===== src/hdl/eppr_pkg.sv =====
// package of constants for the extended parallel port register set
package eppr_pkg;
   // register offsets on the plain register port
   localparam logic [3:0] OFF_PORT_DATA = 4'h0;
   localparam logic [3:0] OFF_CABLE_STATUS = 4'h1;
   localparam logic [3:0] OFF_CABLE_CONTROL = 4'h2;
   localparam logic [3:0] OFF_ADDR_RLE_FIFO = 4'h3;
   localparam logic [3:0] OFF_COMPAT_FIFO = 4'h4;
   localparam logic [3:0] OFF_EXT_DATA_FIFO = 4'h5;
   localparam logic [3:0] OFF_TEST_FIFO = 4'h6;
   localparam logic [3:0] OFF_CONFIG_A = 4'h7;
   localparam logic [3:0] OFF_CONFIG_B = 4'h8;
   localparam logic [3:0] OFF_EXT_CONTROL = 4'h9;
   localparam logic [3:0] OFF_IRQ_STATUS = 4'hA;
   localparam logic [3:0] OFF_IRQ_MASK = 4'hB;
   // field positions
   localparam int CTL_DIR_BIT = 5;
   localparam int CTL_ACKIE_BIT = 4;
   localparam int ECR_ERRIE_BIT = 4;
   localparam int ECR_DMA_REQUEST_ENABLE_BIT = 3;
   localparam int ECR_SVC_BIT = 2;
   localparam int ECR_FULL_BIT = 1;
   localparam int ECR_EMPTY_BIT = 0;
   localparam int ECR_MODE_LSB = 5;
   localparam int CFGB_COMPRESS_BIT = 7;
   localparam int CFGB_IRQLVL_BIT = 6;
   localparam int CFGB_IRQ_LSB = 3;
   localparam int CFGB_DMA_LSB = 0;
   // interrupt status bit positions
   localparam int IRQ_ACK_BIT = 0;
   localparam int IRQ_ERR_BIT = 1;
   localparam int IRQ_SVC_BIT = 2;
   // values after reset and fixed patterns
   localparam logic [7:0] CONFIG_A_VALUE = 8'h10;
   localparam logic [7:0] CONTROL_RESET = 8'h00;
   localparam logic [7:0] ECR_RESET = 8'h15;
   localparam logic [2:0] MODE_RESET = 3'h0;
   localparam logic [2:0] MODE_EPP = 3'h4;
   localparam logic [2:0] MODE_TEST = 3'h6;
   localparam logic [7:0] MASK_RESET = 8'h00;
   localparam int FIFO_DEPTH = 16;
   localparam int WORD_W = 8;
endpackage


===== src/hdl/eppr_regs.sv =====
// register set, shared fifo and direction logic of the extended parallel port
//
// Our own choices: the register offsets and the address-and-strobe port.
`timescale 1ns/10ps
`default_nettype none

// Summary of operation
// - direction output low means outbound write, high means inbound read
// - direction rests low; high only when direction bit set or enhanced read runs
// - in enhanced cycles control bit 5 overrides both the write strobe and the direction
// - all four fifo views share one 16-byte storage fifo
// - every port word is 8 bits wide
// - status and control registers reachable in every mode
// - config b reports the chip-level irq and dma selection
// - config b holds compress flag, irq level flag, irq and dma fields
// - extended control holds mode, error irq enable, dma enable, service, full, empty
// - channel is half-duplex, one direction at a time
// - cable bytes use an interlocked strobe and acknowledge handshake
// - run-length compression is not built here; COMPRESS_SUPPORTED only sets the config b compress flag
module eppr_regs #(
   parameter int DEPTH = eppr_pkg::FIFO_DEPTH,
   parameter int W = eppr_pkg::WORD_W,
   parameter logic COMPRESS_SUPPORTED = 1'b0
) (
   // clock and reset
   input wire logic ref_clk,
   input wire logic resetn,
   // register port
   input wire logic [3:0] reg_addr,
   input wire logic [W-1:0] reg_wdata,
   input wire logic reg_wr,
   input wire logic reg_rd,
   output logic [W-1:0] reg_rdata,
   // chip-level configuration
   input wire logic [2:0] cfg_irq_select,
   input wire logic [2:0] cfg_dma_select,
   input wire logic cfg_irq_level,
   // enhanced-mode cycle engine
   input wire logic enh_read_active,
   input wire logic enh_cycle_active,
   input wire logic enh_write_strobe_low,
   input wire logic fifo_pop,
   output logic [W-1:0] fifo_head,
   output logic fifo_head_is_addr,
   output logic fifo_valid,
   input wire logic fifo_push_in,
   input wire logic [W-1:0] fifo_push_data,
   // cable pins, dma request enable and interrupt
   input wire logic busy_in,
   input wire logic ack_in_low,
   input wire logic paper_error_in,
   input wire logic printer_selected_in,
   input wire logic error_in_low,
   input wire logic [W-1:0] pdata_in,
   output logic [W-1:0] pdata_out,
   output logic [3:0] cable_ctl_out,
   output logic write_strobe_low,
   output logic bus_direction_out,
   output logic dma_request_enable,
   output logic irq
);
   localparam int AW = $clog2(DEPTH);

   typedef struct packed {
      logic [2:0] ack_s;
      logic [2:0] err_s;
      logic [4:0][2:0] pin_s;
      logic [W-1:0][2:0] pd_s;
      logic ack_prev;
      logic err_prev;
      logic [W-1:0] data;
      logic [W-1:0] ctl;
      logic [2:0] mode;
      logic err_ie_n;
      logic dma_en;
      logic svc;
      logic [7:0] sts;
      logic [7:0] mask;
      logic [DEPTH-1:0][W:0] mem;
      logic [AW-1:0] rp;
      logic [AW-1:0] wp;
      logic [AW:0] cnt;
      logic [W-1:0] rdata;
   } eppr_state_type;

   eppr_state_type s_q;
   eppr_state_type s_d;

   logic full;
   logic empty;
   logic push;
   logic pop;
   logic [W:0] push_word;
   logic ack_f;
   logic err_f;
   logic [4:0] pins_f;
   logic [W-1:0] pd_f;

   // ----------------------------------------------------------------
   // fifo status and synchronised pins
   // ----------------------------------------------------------------
   assign full = (s_q.cnt == (AW+1)'(DEPTH));
   assign empty = (s_q.cnt == '0);
   assign ack_f = (s_q.ack_s[1] == s_q.ack_s[2]) ? s_q.ack_s[2] : s_q.ack_prev;
   assign err_f = (s_q.err_s[1] == s_q.err_s[2]) ? s_q.err_s[2] : s_q.err_prev;
   always_comb begin
      for (int i = 0; i < 5; i++) begin
         pins_f[i] = s_q.pin_s[i][2];
      end
      for (int i = 0; i < W; i++) begin
         pd_f[i] = s_q.pd_s[i][2];
      end
   end

   always_comb begin
      push = 1'b0;
      push_word = '0;
      if (reg_wr && !full) begin
         case (reg_addr)
            eppr_pkg::OFF_ADDR_RLE_FIFO: begin
               push = 1'b1;
               push_word = {1'b1, reg_wdata};
            end
            eppr_pkg::OFF_COMPAT_FIFO, eppr_pkg::OFF_EXT_DATA_FIFO,
               eppr_pkg::OFF_TEST_FIFO: begin
               push = 1'b1;
               push_word = {1'b0, reg_wdata};
            end
            default: begin
               push = 1'b0;
            end
         endcase
      end else if (fifo_push_in && !full && !s_q.ctl[eppr_pkg::CTL_DIR_BIT] == 1'b0) begin
         // reverse fill only while the port looks inbound: half-duplex
         push = 1'b1;
         push_word = {1'b0, fifo_push_data};
      end
      pop = 1'b0;
      if (!empty) begin
         if (reg_rd && (reg_addr == eppr_pkg::OFF_EXT_DATA_FIFO
                        || reg_addr == eppr_pkg::OFF_TEST_FIFO)) begin
            pop = 1'b1;
         end else if (fifo_pop) begin
            pop = 1'b1;
         end
      end
   end

   // ----------------------------------------------------------------
   // next state
   // ----------------------------------------------------------------
   always_comb begin
      s_d = s_q;
      s_d.ack_s = {s_q.ack_s[1:0], ack_in_low};
      s_d.err_s = {s_q.err_s[1:0], error_in_low};
      s_d.pin_s[0] = {s_q.pin_s[0][1:0], busy_in};
      s_d.pin_s[1] = {s_q.pin_s[1][1:0], paper_error_in};
      s_d.pin_s[2] = {s_q.pin_s[2][1:0], printer_selected_in};
      s_d.pin_s[3] = {s_q.pin_s[3][1:0], ack_in_low};
      s_d.pin_s[4] = {s_q.pin_s[4][1:0], error_in_low};
      for (int i = 0; i < W; i++) begin
         s_d.pd_s[i] = {s_q.pd_s[i][1:0], pdata_in[i]};
      end
      s_d.ack_prev = ack_f;
      s_d.err_prev = err_f;
      s_d.rdata = '0;

      // fifo storage
      if (push) begin
         s_d.mem[s_q.wp] = push_word;
         s_d.wp = s_q.wp + AW'(1);
      end
      if (pop) begin
         s_d.rp = s_q.rp + AW'(1);
      end
      s_d.cnt = s_q.cnt + (AW+1)'(push) - (AW+1)'(pop);

      // register writes; status and control decode ignore the mode
      if (reg_wr) begin
         case (reg_addr)
            eppr_pkg::OFF_PORT_DATA: begin
               s_d.data = reg_wdata;
            end
            eppr_pkg::OFF_CABLE_CONTROL: begin
               s_d.ctl = {2'b00, reg_wdata[5:0]};
            end
            eppr_pkg::OFF_EXT_CONTROL: begin
               s_d.mode = reg_wdata[7:5];
               s_d.err_ie_n = reg_wdata[eppr_pkg::ECR_ERRIE_BIT];
               s_d.dma_en = reg_wdata[eppr_pkg::ECR_DMA_REQUEST_ENABLE_BIT];
               s_d.svc = reg_wdata[eppr_pkg::ECR_SVC_BIT];
            end
            eppr_pkg::OFF_IRQ_MASK: begin
               s_d.mask = reg_wdata;
            end
            default: begin
               s_d.data = s_d.data;
            end
         endcase
      end

      // sticky events; a read clears but a same-cycle event survives
      if (reg_rd && reg_addr == eppr_pkg::OFF_IRQ_STATUS) begin
         s_d.sts = '0;
      end
      if (s_q.ack_prev && !ack_f && s_q.ctl[eppr_pkg::CTL_ACKIE_BIT]) begin
         s_d.sts[eppr_pkg::IRQ_ACK_BIT] = 1'b1;
      end
      if (s_q.err_prev && !err_f && !s_q.err_ie_n) begin
         s_d.sts[eppr_pkg::IRQ_ERR_BIT] = 1'b1;
      end
      if (s_q.dma_en && full && !s_q.svc) begin
         s_d.svc = 1'b1;
         s_d.sts[eppr_pkg::IRQ_SVC_BIT] = 1'b1;
      end

      // read data stands the cycle after the strobe
      if (reg_rd) begin
         case (reg_addr)
            eppr_pkg::OFF_PORT_DATA: begin
               s_d.rdata = s_q.ctl[eppr_pkg::CTL_DIR_BIT] ? pd_f : s_q.data;
            end
            eppr_pkg::OFF_CABLE_STATUS: begin
               s_d.rdata = {~pins_f[0], pins_f[3], pins_f[1], pins_f[2],
                            pins_f[4], 3'b000};
            end
            eppr_pkg::OFF_CABLE_CONTROL: begin
               s_d.rdata = s_q.ctl;
            end
            eppr_pkg::OFF_EXT_DATA_FIFO, eppr_pkg::OFF_TEST_FIFO: begin
               s_d.rdata = empty ? '0 : s_q.mem[s_q.rp][W-1:0];
            end
            eppr_pkg::OFF_CONFIG_A: begin
               s_d.rdata = eppr_pkg::CONFIG_A_VALUE;
            end
            eppr_pkg::OFF_CONFIG_B: begin
               s_d.rdata = {COMPRESS_SUPPORTED, cfg_irq_level, cfg_irq_select,
                            cfg_dma_select};
            end
            eppr_pkg::OFF_EXT_CONTROL: begin
               s_d.rdata = {s_q.mode, s_q.err_ie_n, s_q.dma_en, s_q.svc,
                            full, empty};
            end
            eppr_pkg::OFF_IRQ_STATUS: begin
               s_d.rdata = s_q.sts;
            end
            eppr_pkg::OFF_IRQ_MASK: begin
               s_d.rdata = s_q.mask;
            end
            default: begin
               s_d.rdata = '0;
            end
         endcase
      end

      if (!resetn) begin
         s_d = '0;
         s_d.ctl = eppr_pkg::CONTROL_RESET;
         s_d.mode = eppr_pkg::MODE_RESET;
         s_d.err_ie_n = 1'b1;
         s_d.svc = 1'b1;
         s_d.mask = eppr_pkg::MASK_RESET;
      end
   end

   always_ff @(posedge ref_clk) begin
      s_q <= s_d;
   end

   // ----------------------------------------------------------------
   // outputs
   // ----------------------------------------------------------------
   assign reg_rdata = s_q.rdata;
   assign pdata_out = s_q.data;
   assign fifo_head = s_q.mem[s_q.rp][W-1:0];
   assign fifo_head_is_addr = s_q.mem[s_q.rp][W];
   assign fifo_valid = !empty;
   assign cable_ctl_out = s_q.ctl[3:0];
   assign dma_request_enable = s_q.dma_en;
   assign irq = |(s_q.sts & s_q.mask);
   // bit 5 of control or an enhanced read turns the bus inbound
   assign bus_direction_out = s_q.ctl[eppr_pkg::CTL_DIR_BIT] || enh_read_active;
   // control bit 5 overrides the write strobe, forcing it high, as it also forces the direction inbound
   assign write_strobe_low = enh_cycle_active ?
      (enh_write_strobe_low | s_q.ctl[eppr_pkg::CTL_DIR_BIT]) : 1'b1;

   // ----------------------------------------------------------------
   // checks
   // ----------------------------------------------------------------
   dir_low_rest_a: assert property (@(posedge ref_clk) disable iff (!resetn)
      (!s_q.ctl[5] && !enh_read_active) |-> !bus_direction_out)
      else $error("direction high without cause");
   dir_high_read_a: assert property (@(posedge ref_clk) disable iff (!resetn)
      enh_read_active |-> bus_direction_out)
      else $error("direction low during enhanced read");
   dir_ctl_high_a: assert property (@(posedge ref_clk) disable iff (!resetn)
      s_q.ctl[eppr_pkg::CTL_DIR_BIT] |-> bus_direction_out)
      else $error("direction low with control bit set");
   fifo_bound_a: assert property (@(posedge ref_clk) disable iff (!resetn)
      s_q.cnt <= (AW+1)'(DEPTH))
      else $error("fifo count above depth");
   flags_exclusive_a: assert property (@(posedge ref_clk) disable iff (!resetn)
      !(full && empty))
      else $error("fifo full and empty together");
   full_hold_a: assert property (@(posedge ref_clk) disable iff (!resetn)
      (full && !pop) |=> full)
      else $error("full fifo lost a word without pop");
   empty_hold_a: assert property (@(posedge ref_clk) disable iff (!resetn)
      (empty && !push) |=> empty)
      else $error("empty fifo gained a word without push");
   addr_tag_a: assert property (@(posedge ref_clk) disable iff (!resetn)
      (reg_wr && reg_addr == eppr_pkg::OFF_ADDR_RLE_FIFO && empty) |=>
      (fifo_head_is_addr && fifo_valid))
      else $error("address view word not tagged");
   data_tag_a: assert property (@(posedge ref_clk) disable iff (!resetn)
      (reg_wr && reg_addr == eppr_pkg::OFF_TEST_FIFO && empty) |=>
      (!fifo_head_is_addr && fifo_valid))
      else $error("data view word tagged as address");
   rdata_idle_a: assert property (@(posedge ref_clk) disable iff (!resetn)
      !reg_rd |=> reg_rdata == '0)
      else $error("read data not zero outside read");
   data_out_a: assert property (@(posedge ref_clk) disable iff (!resetn)
      (reg_wr && reg_addr == eppr_pkg::OFF_PORT_DATA) |=> pdata_out == $past(reg_wdata))
      else $error("data register not on cable");
   cfg_a_fixed_a: assert property (@(posedge ref_clk) disable iff (!resetn)
      (reg_rd && reg_addr == eppr_pkg::OFF_CONFIG_A) |=> reg_rdata == 8'h10)
      else $error("config a pattern wrong");
   status_low_zero_a: assert property (@(posedge ref_clk) disable iff (!resetn)
      (reg_rd && reg_addr == eppr_pkg::OFF_CABLE_STATUS) |=> reg_rdata[2:0] == 3'h0)
      else $error("status low bits not zero");
   ctl_top_zero_a: assert property (@(posedge ref_clk) disable iff (!resetn)
      (reg_rd && reg_addr == eppr_pkg::OFF_CABLE_CONTROL) |=> reg_rdata[7:6] == 2'h0)
      else $error("control top bits not zero");
   ctl_top_held_a: assert property (@(posedge ref_clk) disable iff (!resetn)
      s_q.ctl[7:6] == 2'h0)
      else $error("control top bits stored");
   cfg_b_tracks_a: assert property (@(posedge ref_clk) disable iff (!resetn)
      (reg_rd && reg_addr == eppr_pkg::OFF_CONFIG_B) |=>
      reg_rdata[5:0] == {$past(cfg_irq_select), $past(cfg_dma_select)})
      else $error("config b not tracking selection");
   cfg_b_flags_a: assert property (@(posedge ref_clk) disable iff (!resetn)
      (reg_rd && reg_addr == eppr_pkg::OFF_CONFIG_B) |=>
      reg_rdata[7:6] == {COMPRESS_SUPPORTED, $past(cfg_irq_level)})
      else $error("config b flags wrong");
   ecr_flags_a: assert property (@(posedge ref_clk) disable iff (!resetn)
      (reg_rd && reg_addr == eppr_pkg::OFF_EXT_CONTROL) |=>
      reg_rdata[1:0] == {$past(full), $past(empty)})
      else $error("fifo flags wrong");
   ecr_mode_a: assert property (@(posedge ref_clk) disable iff (!resetn)
      (reg_rd && reg_addr == eppr_pkg::OFF_EXT_CONTROL) |=>
      reg_rdata[7:5] == $past(s_q.mode))
      else $error("mode field wrong");
   ecr_enables_a: assert property (@(posedge ref_clk) disable iff (!resetn)
      (reg_rd && reg_addr == eppr_pkg::OFF_EXT_CONTROL) |=>
      reg_rdata[4:2] == $past({s_q.err_ie_n, s_q.dma_en, s_q.svc}))
      else $error("extended control enables wrong");
   dma_out_a: assert property (@(posedge ref_clk) disable iff (!resetn)
      (reg_wr && reg_addr == eppr_pkg::OFF_EXT_CONTROL) |=>
      dma_request_enable == $past(reg_wdata[eppr_pkg::ECR_DMA_REQUEST_ENABLE_BIT]))
      else $error("dma enable not taken");
   svc_set_a: assert property (@(posedge ref_clk) disable iff (!resetn)
      (s_q.dma_en && full && !s_q.svc) |=> s_q.svc)
      else $error("service bit not set on full");
   err_sticky_a: assert property (@(posedge ref_clk) disable iff (!resetn)
      (s_q.sts[eppr_pkg::IRQ_ERR_BIT] && !(reg_rd && reg_addr == eppr_pkg::OFF_IRQ_STATUS))
      |=> s_q.sts[eppr_pkg::IRQ_ERR_BIT])
      else $error("error event lost without read");
   irq_mask_a: assert property (@(posedge ref_clk) disable iff (!resetn)
      (s_q.mask == '0) |-> !irq)
      else $error("interrupt with all events masked");
   reverse_block_a: assert property (@(posedge ref_clk) disable iff (!resetn)
      (fifo_push_in && !reg_wr && !s_q.ctl[eppr_pkg::CTL_DIR_BIT] && !pop) |=>
      s_q.cnt == $past(s_q.cnt))
      else $error("reverse fill while outbound");
   strobe_idle_a: assert property (@(posedge ref_clk) disable iff (!resetn)
      !enh_cycle_active |-> write_strobe_low)
      else $error("write strobe active outside cycle");
   strobe_override_a: assert property (@(posedge ref_clk) disable iff (!resetn)
      (enh_cycle_active && s_q.ctl[eppr_pkg::CTL_DIR_BIT]) |-> write_strobe_low)
      else $error("control bit did not hold strobe high");
   strobe_pass_a: assert property (@(posedge ref_clk) disable iff (!resetn)
      (enh_cycle_active && !s_q.ctl[eppr_pkg::CTL_DIR_BIT]) |->
      write_strobe_low == enh_write_strobe_low)
      else $error("engine strobe not passed through");
endmodule
`default_nettype wire


===== config.mk =====
export PLATFORM = sky130hd
export DESIGN_NAME = eppr_regs
export DESIGN_NICKNAME = d
export VERILOG_FILES = /design/src/hdl/eppr_pkg.sv /design/src/hdl/eppr_regs.sv
export SDC_FILE = /design/constraint.sdc
export NUM_CORES = 1
export LEC_CHECK = 0
export BUFFER_PORTS_ARGS = -buffer_cell sky130_fd_sc_hd__buf_2
export CORE_ASPECT_RATIO = 1.5
export CORE_MARGIN = 3
export CORE_UTILIZATION = 40
export CTS_CLUSTER_SIZE = 14
export DETAILED_ROUTE_END_ITERATION = 8
export PLACE_DENSITY = 0.63
export SETUP_SLACK_MARGIN = 0.05
export SLEW_MARGIN = 25
export SYNTH_ARGS = -nofsm -noshare
export SYNTH_HDL_FRONTEND = slang
export SYNTH_SLANG_ARGS = --single-unit

===== constraint.sdc =====
create_clock -name ref_clk -period 3.1 [get_ports ref_clk]
set_input_delay 0.31 -clock ref_clk [delete_from_list [all_inputs] [get_ports ref_clk]]
set_output_delay 0.31 -clock ref_clk [all_outputs]
set_load 0.02 [all_outputs]

Yosys cells after proc, flatten, opt, wreduce, memory -nomap -nowiden
Cells that the tools add are included.
- bits in registers: 243
- input port bits: 49
- output and inout bits: 34
- logic and storage cells: 131
- $add $sub $neg: 4
- $lt $le $gt $ge: 3
- eq/ne operators: 14
- muxes and demuxes: 24
- bitwise gates (word level): 4
- reductions and logical operators: 35
- operators with widths (operator ; count):
    $bwmux W144 ; 1
    $pmux W8 S9 ; 1
    $bmux W9 S4 ; 1
    $demux W9 S4 ; 1
    $mux W9 ; 3
    $mux W8 ; 3
    $pmux W9 S2 ; 1
    $eq A4 B3 Y1 const B ; 4
    $eq A4 B4 Y1 const B ; 4
    $logic_and A1 B1 Y1 ; 12
    $mux W1 ; 12
    $lt A4 B5 Y1 const B ; 2
    $reduce_and A2 Y1 ; 5
    $add A4 B1 Y4 const B ; 2
    $and A3 B8 Y8 ; 1
    $eq A4 B2 Y1 const B ; 2
    $reduce_or A8 Y1 ; 1
    $logic_not A1 Y1 ; 6
    $reduce_bool A2 Y1 ; 3
    $add A5 B1 Y5 ; 1
    $eq A5 B5 Y1 const B ; 1
    $logic_not A5 Y1 ; 1
    $sub A5 B1 Y5 ; 1
    $eq A4 B1 Y1 const B ; 1
    10 further kinds ; 14

Depth between registers and ports, before layout
Gate-level depths: netlist of run 1.
- depth after elaboration: 8
- gate-level depth with buffers: 16
- mapped depth without buffers: 14

Worst setup path after synthesis of run 1
No wires, ideal clock.
- path kind: register -> register
- start point: register s_q[10] (netlist bit)
- end point: register s_q[12] (netlist bit)
- setup time: 0.116 ns
- arrival time: 2.947 ns
- required time: 2.984 ns
- setup slack: 0.037 ns
- cell stages (with the launch flop): 17
- buffers on the path: 2
- period minus slack after synthesis: 3.063 ns
- cells stage by stage: dfxtp_1 > inv_1 > ha_1 > nor3b_1 > nand2_1 > clkbuf_1 > o21a_4 > buf_6 > inv_1 > ha_1 > inv_1 > ha_1 > fa_1 > a21oi_1 > nor2_1 > or3_1 > and3_1
- cells in the longest elaborated chain, start to end: 8
- ends and longest elaborated chain (element ; RTL line ; text):
    start, declared ; eppr_regs.sv:86 ; eppr_state_type s_q;
    start signal, assigned ; eppr_regs.sv:267 ; s_q <= s_d;
    $eq A5 B5 Y1 ; eppr_regs.sv:102 ; assign full = (s_q.cnt == (AW+1)'(DEPTH));
    $logic_not A1 Y1 ; eppr_regs.sv:118, eppr_regs.sv:133 ;
    $logic_and A1 B1 Y1 (2 in a row) ; eppr_regs.sv:133 ; end else if (fifo_push_in && !full && !s_q.ctl[eppr_pkg::CTL_DIR_BIT] == 1'b0) begin
    $mux W1 ; eppr_regs.sv:133 ;
    $mux W1 ; eppr_regs.sv:118 ; if (reg_wr && !full) begin
    $add A5 B1 Y5 ; eppr_regs.sv:176 ; s_d.cnt = s_q.cnt + (AW+1)'(push) - (AW+1)'(pop);
    $sub A5 B1 Y5 * ; eppr_regs.sv:176 ;
Mark *: on every way between the ends. The rest lies on a longest branch, timed or not.
A chain may end at the register's enable or synchronous reset.

Worst setup path after layout of run 1
- start point: register s_q[17] (netlist bit)
- end point: output fifo_head[5]
- cells in the longest elaborated chain, start to end: 2
- ends and longest elaborated chain (element ; RTL line ; text):
    $bmux W9 S4 ; eppr_regs.sv:275 ; assign fifo_head = s_q.mem[s_q.rp][W-1:0];
    $mux W9 ; n/a ;
    end, declared ; eppr_regs.sv:43 ; output logic [W-1:0] fifo_head,
Every way passes these cells. The select of a mux whose other input is x is not followed.

==> metrics.txt, run 1 <==
outcome=completed; largest net degree at the start of global routing=between 100 and 150; Mapped Cells=about 1k; initial antenna violation count=0; Die Span Y=between 200 and 250 um; Crit path required time=between 2 and 3 ns; EDFF count, synth=0; share of cells above drive strength 1=0.1972; setup_tns=0 ns; Netlist cell types=between 50 and 60; # DRC=0; Routed WL=25660 um; Slew headroom=0.5274; Leak=roughly 4.9 nW; count leader, synth=dfxtp_1; synth warn=0; root buffer cell=clkbuf_16; grt total ovfl=0; core area=between 20000 and 30000 um^2; Seq/Total Area, Yosys=0.4454; Synth Net Count=1079; Post-CTS Setup Repair Bufs=0; area leader, netlist=dfxtp_1; Final Skew=0.01371 ns; power density over the cells=between 500 and 600 nW/um^2; Final Slew Violations=0; CTS tree=built; fin crit share=0.9436; ant diodes=0; Worst setup SP type=flip-flop; Nets=1119; number of routed nets with antenna violations=0; fin util=0.4588; fmax=341.9 MHz; Max-Cap Viols=0; Reg clk slew, reported paths=around 0.06 ns; CTS sink count=between 200 and 250; # IOs=between 80 and 90; Worst-Skew Late Latency=approximately 0.5 ns; RSZ-0062 raised after global routing=false; crit path max fanout=27; critical path class=flip-flop to output port; Period minus WS final=a little under 3 ns; Avg WL per Cell=approximately 18 um; area grow syn2layout=12.12%; Detailed Place HPWL=~18000 um; vias per cell=between 5 and 6; Max H-tree Level=1; gr usage total=0.1761; I/O Buffers=between 80 and 90; die width=~140 um; most common library cells after synthesis=dfxtp_1, mux2i_1, nand2_1; via count=between 7k and 8k; Synth async-reset ratio=0; Starting Density=0.4092; Cell Area, Synth=roughly 11000 um^2; Worst Hold Class=primary input to flip-flop; #FFs+latches synth=around 240; CTS Buffer Depth=3; synth top area cells=dfxtp_1, mux2i_1, mux4_2; row cnt=between 70 and 80; Pre-antenna DRT Iters=4; element type at the critical path end=output port; number of global-route vias before repair=7366; gpl congestion=0.8924; crit path DAT=between 2 and 3 ns; global-route wire length before repair=slightly above 40000 um; CTS hold repair buffers=2; Syn Area/Cell=between 10 and 15 um^2; Top FF cell, synth=dfxtp_1; Hold Vio Cnt, Final=0; full die area=about 29000 um^2; CTS Buf Count=22; DR iter-0 viols=approximately 390; setup violators final=0; Synth top area share=0.4454; PostCTS Resize Cnt=0; Worst-Margin Slew=roughly 0.71 ns; Peak VDD IR=just over 0.5 mV
[logic make-up after synthesis]
logic type | after synthesis | synth area share
xor+xnor | 9 | 0.007400
mux | 239 | 0.2719
flops | 237 | 0.4454
simple gates | 341 | 0.1577
buf+inv | 113 | 0.05509
compound gates | 67 | 0.04769
fa+ha+maj | 12 | 0.01480
[sequential cells by signal (all words and copies together), names as in the netlist]
name and flops:
pd_f 8, cable_ctl_out 4, s_q 205, pdata_out 8, dma_request_enable 1, pins_f 3, reg_rdata 8
[worst paths after layout]
kind | from | to | slack (ns) | cells past startpoint
worst max-delay path | s_q[17]$_SDFFE_PN0P_ | fifo_head[5] | 0.17 | 5
worst min-delay path | pdata_in[4] | s_q[217]$_SDFF_PN0_ | 0.01 | 2
worst max register to register | s_q[11]$_SDFF_PN0_ | s_q[12]$_SDFF_PN0_ | 0.37 | 14
worst min register to register | s_q[227]$_SDFF_PN0_ | pd_f[7]$_SDFF_PN0_ | 0.43 | 1
[metal layers]
| metal | global-route usage | vias up | wire [um] |
|---|---|---|---|
| met5 | 0 | - | 0 |
| met4 | 0.05070 | 0 | 634 |
| met3 | 0.01875 | 41 | 901 |
| met2 | 0.3366 | 161 | 13620 |
| met1 | 0.2068 | 3607 | 10510 |
| li1 | - | 3571 | - |
[report_power, final]
part / internal [W] / total (W) / switching, W
registers: 0.00312 / 0.00321 / 0.0000881
logic: 0.000446 / 0.000973 / 0.000527
clock network: 0.00155 / 0.00265 / 0.00110
[final cells by class]
type                    instances  area, um^2
clock buffers                  31       655.6
clock inverters                 5       50.05
fillers                      2400       14090
inverters                      12       45.04
multi-input cells             668        5321
flip-flops and latches        237        4746
well taps                     333       416.7
repair buffers                117       709.4
[worst max-delay path, cell delays in order (launching register included)]
cell	delay [ns]
dfxtp_2	0.53
buf_12	0.28
mux4_2	0.54
mux2_2	0.31
mux2_2	0.27
buf_2	0.17
[cell usage in the layout, fill, tap and decap left out, types with 13 or more instances in the layout]
master	count
clkbuf_16	23
mux2i_1	187
nand2_1	170
nor2_1	17
mux4_2	39
and2_1	51
nor2b_1	37
buf_2	81
dfxtp_1	236
buf_4	31
mux2_2	13
nand3_1	26
[through the flow]
stage	hold slack (ns)	total power [W]	instance area, um^2	instances	setup slack, ns
final	0.01176	0.006826	11940	1403	0.1750
after detailed placement	0.4187	0.004259	11220	1365	0.2161
after global routing	0.008438	0.007135	11940	1403	0.07874
after global placement	0.4144	0.004250	11220	1365	0.2534
after floorplan	0.4119	0.003966	10650	1018	0.1637
after CTS	0.0003885	0.006916	11940	1403	0.1466
Power figures use the tool's default switching activity.
==> run 2, diff against run 1 <==
--- a/config.mk
+++ b/config.mk
@@ -19 +19,2 @@
 export SYNTH_SLANG_ARGS = --single-unit
+export TNS_END_PERCENT = 1
--- a/constraint.sdc
+++ b/constraint.sdc
@@ -3,2 +3,2 @@
 set_output_delay 0.31 -clock ref_clk [all_outputs]
-set_load 0.02 [all_outputs]
+set_load 0.01 [all_outputs]
==> run 2 against run 1 <==
Compared with the run above: register-to-register slack hardly changed; critical path depth up 2; die area unchanged; wire length grew 0.15%; non-clock buffer count fell by 5; critical endpoint is now fifo_head[0]; highest routed layer unchanged; power fell by 1.6%; first-iteration DRC count rose by 11%; largest cell class unchanged; setup slack gained 0.096 ns; global-route usage rose by 0.20 points; largest power group unchanged; clock power shrank 3%.
==> metrics.txt, run 2 (synthesis gave the netlist of run 1 again) <==
number of routed nets with antenna violations=0 (unchanged); crit path DAT=2.52 ns (was 2.62 ns); FF-to-FF Start=s_q[10]$_SDFF_PN0_ (was s_q[11]$_SDFF_PN0_); Largest register FFs=205 (unchanged); commonest non-fill, non-tap cell in the layout=dfxtp_1 (unchanged); hold endpoint=s_q[232]$_SDFF_PN0_ (was s_q[217]$_SDFF_PN0_); Max-Cap Viols=0 (unchanged); Place WS=0.1899 ns (was 0.2161 ns); slowest CP cell=buf_4 (was mux4_2); Reg2Reg Capture Point=s_q[12]$_SDFF_PN0_ (unchanged); setup violators final=0 (unchanged); setup_tns=0 ns (unchanged); Comb pwr share=0.146 (was 0.142); PostCTS Resize Cnt=0 (unchanged); Leak=4.900 nW (was 4.948 nW); Post-CTS Setup Repair Bufs=0 (unchanged); # IOs=83 (unchanged); gr usage total=0.1781 (was 0.1761); critical path, cell by cell=buf_4 -> buf_4 -> mux4_2 -> mux2_2 -> nor2_1 -> a21oi_1 -> buf_2 (was buf_12 -> mux4_2 -> mux2_2 -> mux2_2 -> buf_2); most used cell, CP=buf_4 (was mux2_2); gpl congestion=0.9007 (was 0.8924); hold path depth=2 (unchanged); Net Sw Power=0.001729 W (was 0.001717 W); Final Skew=0.009685 ns (was 0.01371 ns); Slew headroom=0.4290 (was 0.5274); number of global-route vias before repair=7458 (was 7366); share of cells above drive strength 1=0.1931 (was 0.1972); Worst Hold Class=primary input to flip-flop (unchanged); crit path max fanout=24 (was 27); Hold Vio Cnt, Final=0 (unchanged); core area=26040 um^2 (unchanged); Worst setup SP type=flip-flop (unchanged); critical path class=flip-flop to output port (unchanged); Peak VDD IR=0.5004 mV (was 0.5067 mV); global-route wire length before repair=41080 um (was 40580 um); Crit path required time=2.79 ns (about the same); area grow syn2layout=11.32% (was 12.12%); top sig layer=met4 (unchanged); power consumption=0.006719 W (was 0.006826 W); Starting Density=0.4092 (unchanged); Multi-input gate area=5321 um^2 (unchanged); Period minus WS final=2.829 ns (was 2.925 ns); full die area=28670 um^2 (unchanged); Worst Path Buf+Inv=3 (was 2); die width=139.2 um (unchanged); CTS sink count=237 (unchanged); largest register by flop count=s_q (unchanged); Pre-antenna DRT Iters=5 (was 4); RSZ-0062 raised after global routing=false (unchanged); Routed WL=25700 um (was 25660 um); root buffer cell=clkbuf_16 (unchanged); DR iter-0 viols=431 (was 389); Reg clk slew, reported paths=0.06 ns (about the same); Worst-Skew Late Latency=0.50 ns (about the same); Layout fillers=2426 (was 2400); CTS Buffer Depth=3 (unchanged); leading cell types in the layout, fill and taps excluded=dfxtp_1, mux2i_1, nand2_1 (unchanged); CTS Buf Count=23 (was 22); Worst-Margin Slew=0.8565 ns (was 0.7089 ns); Clk pwr share=0.381 (was 0.388); internal power=0.004991 W (was 0.005109 W); row cnt=72 (unchanged); fin crit share=0.9125 (was 0.9436); Reg area=4746 um^2 (unchanged); Detailed Place HPWL=17980 um (was 18120 um); vias per cell=5.249 (was 5.260); r2r setup slk=0.37 ns (about the same); Nets=1115 (was 1119); Final Slew Violations=0 (unchanged); wl on met1=10370 um (was 10510 um); largest net degree at the start of global routing=86 (was 130); met3 wire length=1006 um (was 901 um); CTS hold repair buffers=1 (was 2); HP Start=paper_error_in (was pdata_in[4]); Switching Fraction=0.2573 (was 0.2516); delay-heaviest family, CP=buffers and inverters (was multiplexers); outcome=completed (unchanged); CTS tree=built (unchanged); routed wl met2=13530 um (was 13620 um); R2R depth=14 (unchanged); CP max stage delay=0.36 ns (was 0.54 ns); via count=7349 (was 7380); WHS=0.01778 ns (was 0.01176 ns); # DRC=0 (unchanged); Die Span Y=205.9 um (unchanged); initial antenna violation count=0 (unchanged); element type at the critical path end=output port (unchanged); fin util=0.4555 (was 0.4588); Avg WL per Cell=18.36 um (was 18.29 um); power density over the cells=566.6 nW/um^2 (was 571.5 nW/um^2); final worst slack=0.2714 ns (was 0.1750 ns); fmax=353.5 MHz (was 341.9 MHz); CP Depth=7 (was 5); ant diodes=0 (unchanged); I/O Buffers=82 (unchanged); Max H-tree Level=1 (unchanged); Flop pwr share=0.473 (was 0.470); grt total ovfl=0 (unchanged)
## run 2: changes by cell type in the layout (fill, tap and decap cells not counted), sizes merged
| cell | before | now |
|---|---|---|
| buf | 115 | 111 |
| bufinv | 1 | 0 |
| clkbuf | 31 | 32 |
| clkinv | 4 | 6 |
| dlygate4sd3 | 2 | 1 |
## run 2: stage by stage
stage	cells	area, um^2
floorplan	1018	10650
global placement	1361	11180
detailed placement	1361	11180
CTS	1400	11860
global route	1400	11860
finish	1400	11860
## run 2: area by class of cell
type | instances | area share
multi-input combinational | 668 | 0.4487
sequential | 237 | 0.4002
timing repair buffer | 112 | 0.05539
clock buffer | 32 | 0.05391
tap | 333 | 0.03513
inverter | 12 | 0.003798
clock inverter | 6 | 0.002849
## run 2: power by group through the flow
stage | clock network (W) | registers, W | logic (W)
floorplan | 0 | 0.00323 | 0.000727
global placement | 0 | 0.00325 | 0.000982
detailed placement | 0 | 0.00325 | 0.000996
CTS | 0.00263 | 0.00318 | 0.00100
global route | 0.00275 | 0.00319 | 0.00110
finish | 0.00256 | 0.00318 | 0.000981
## run 2: routing by layer
layer,GRT usage,up-vias
li1,-,3561
met1,0.2105,3562
met2,0.3326,179
met3,0.02083,47
met4,0.06084,0
met5,0,-
## run 2: worst max path at each step
stage,to,from
detailed placement,s_q[12]$_SDFF_PN0_,reg_addr[1]
CTS,fifo_head[0],s_q[19]$_SDFFE_PN0P_
floorplan,s_q[12]$_SDFF_PN0_,s_q[10]$_SDFF_PN0_
global route,s_q[12]$_SDFF_PN0_,s_q[11]$_SDFF_PN0_
finish,fifo_head[0],s_q[19]$_SDFFE_PN0P_
global placement,s_q[12]$_SDFF_PN0_,reg_addr[1]
## run 2: worst reg2reg max path, delay by kind of cell, from the launching register on
family / cells / cell delay, ns
flip-flops: 1 / 0.33
buffers and inverters: 3 / 0.14
adder cells (fa/ha/maj): 4 / 1.06
AND/OR/NAND/NOR: 5 / 0.83
AO/OA/AOI/OAI: 2 / 0.28
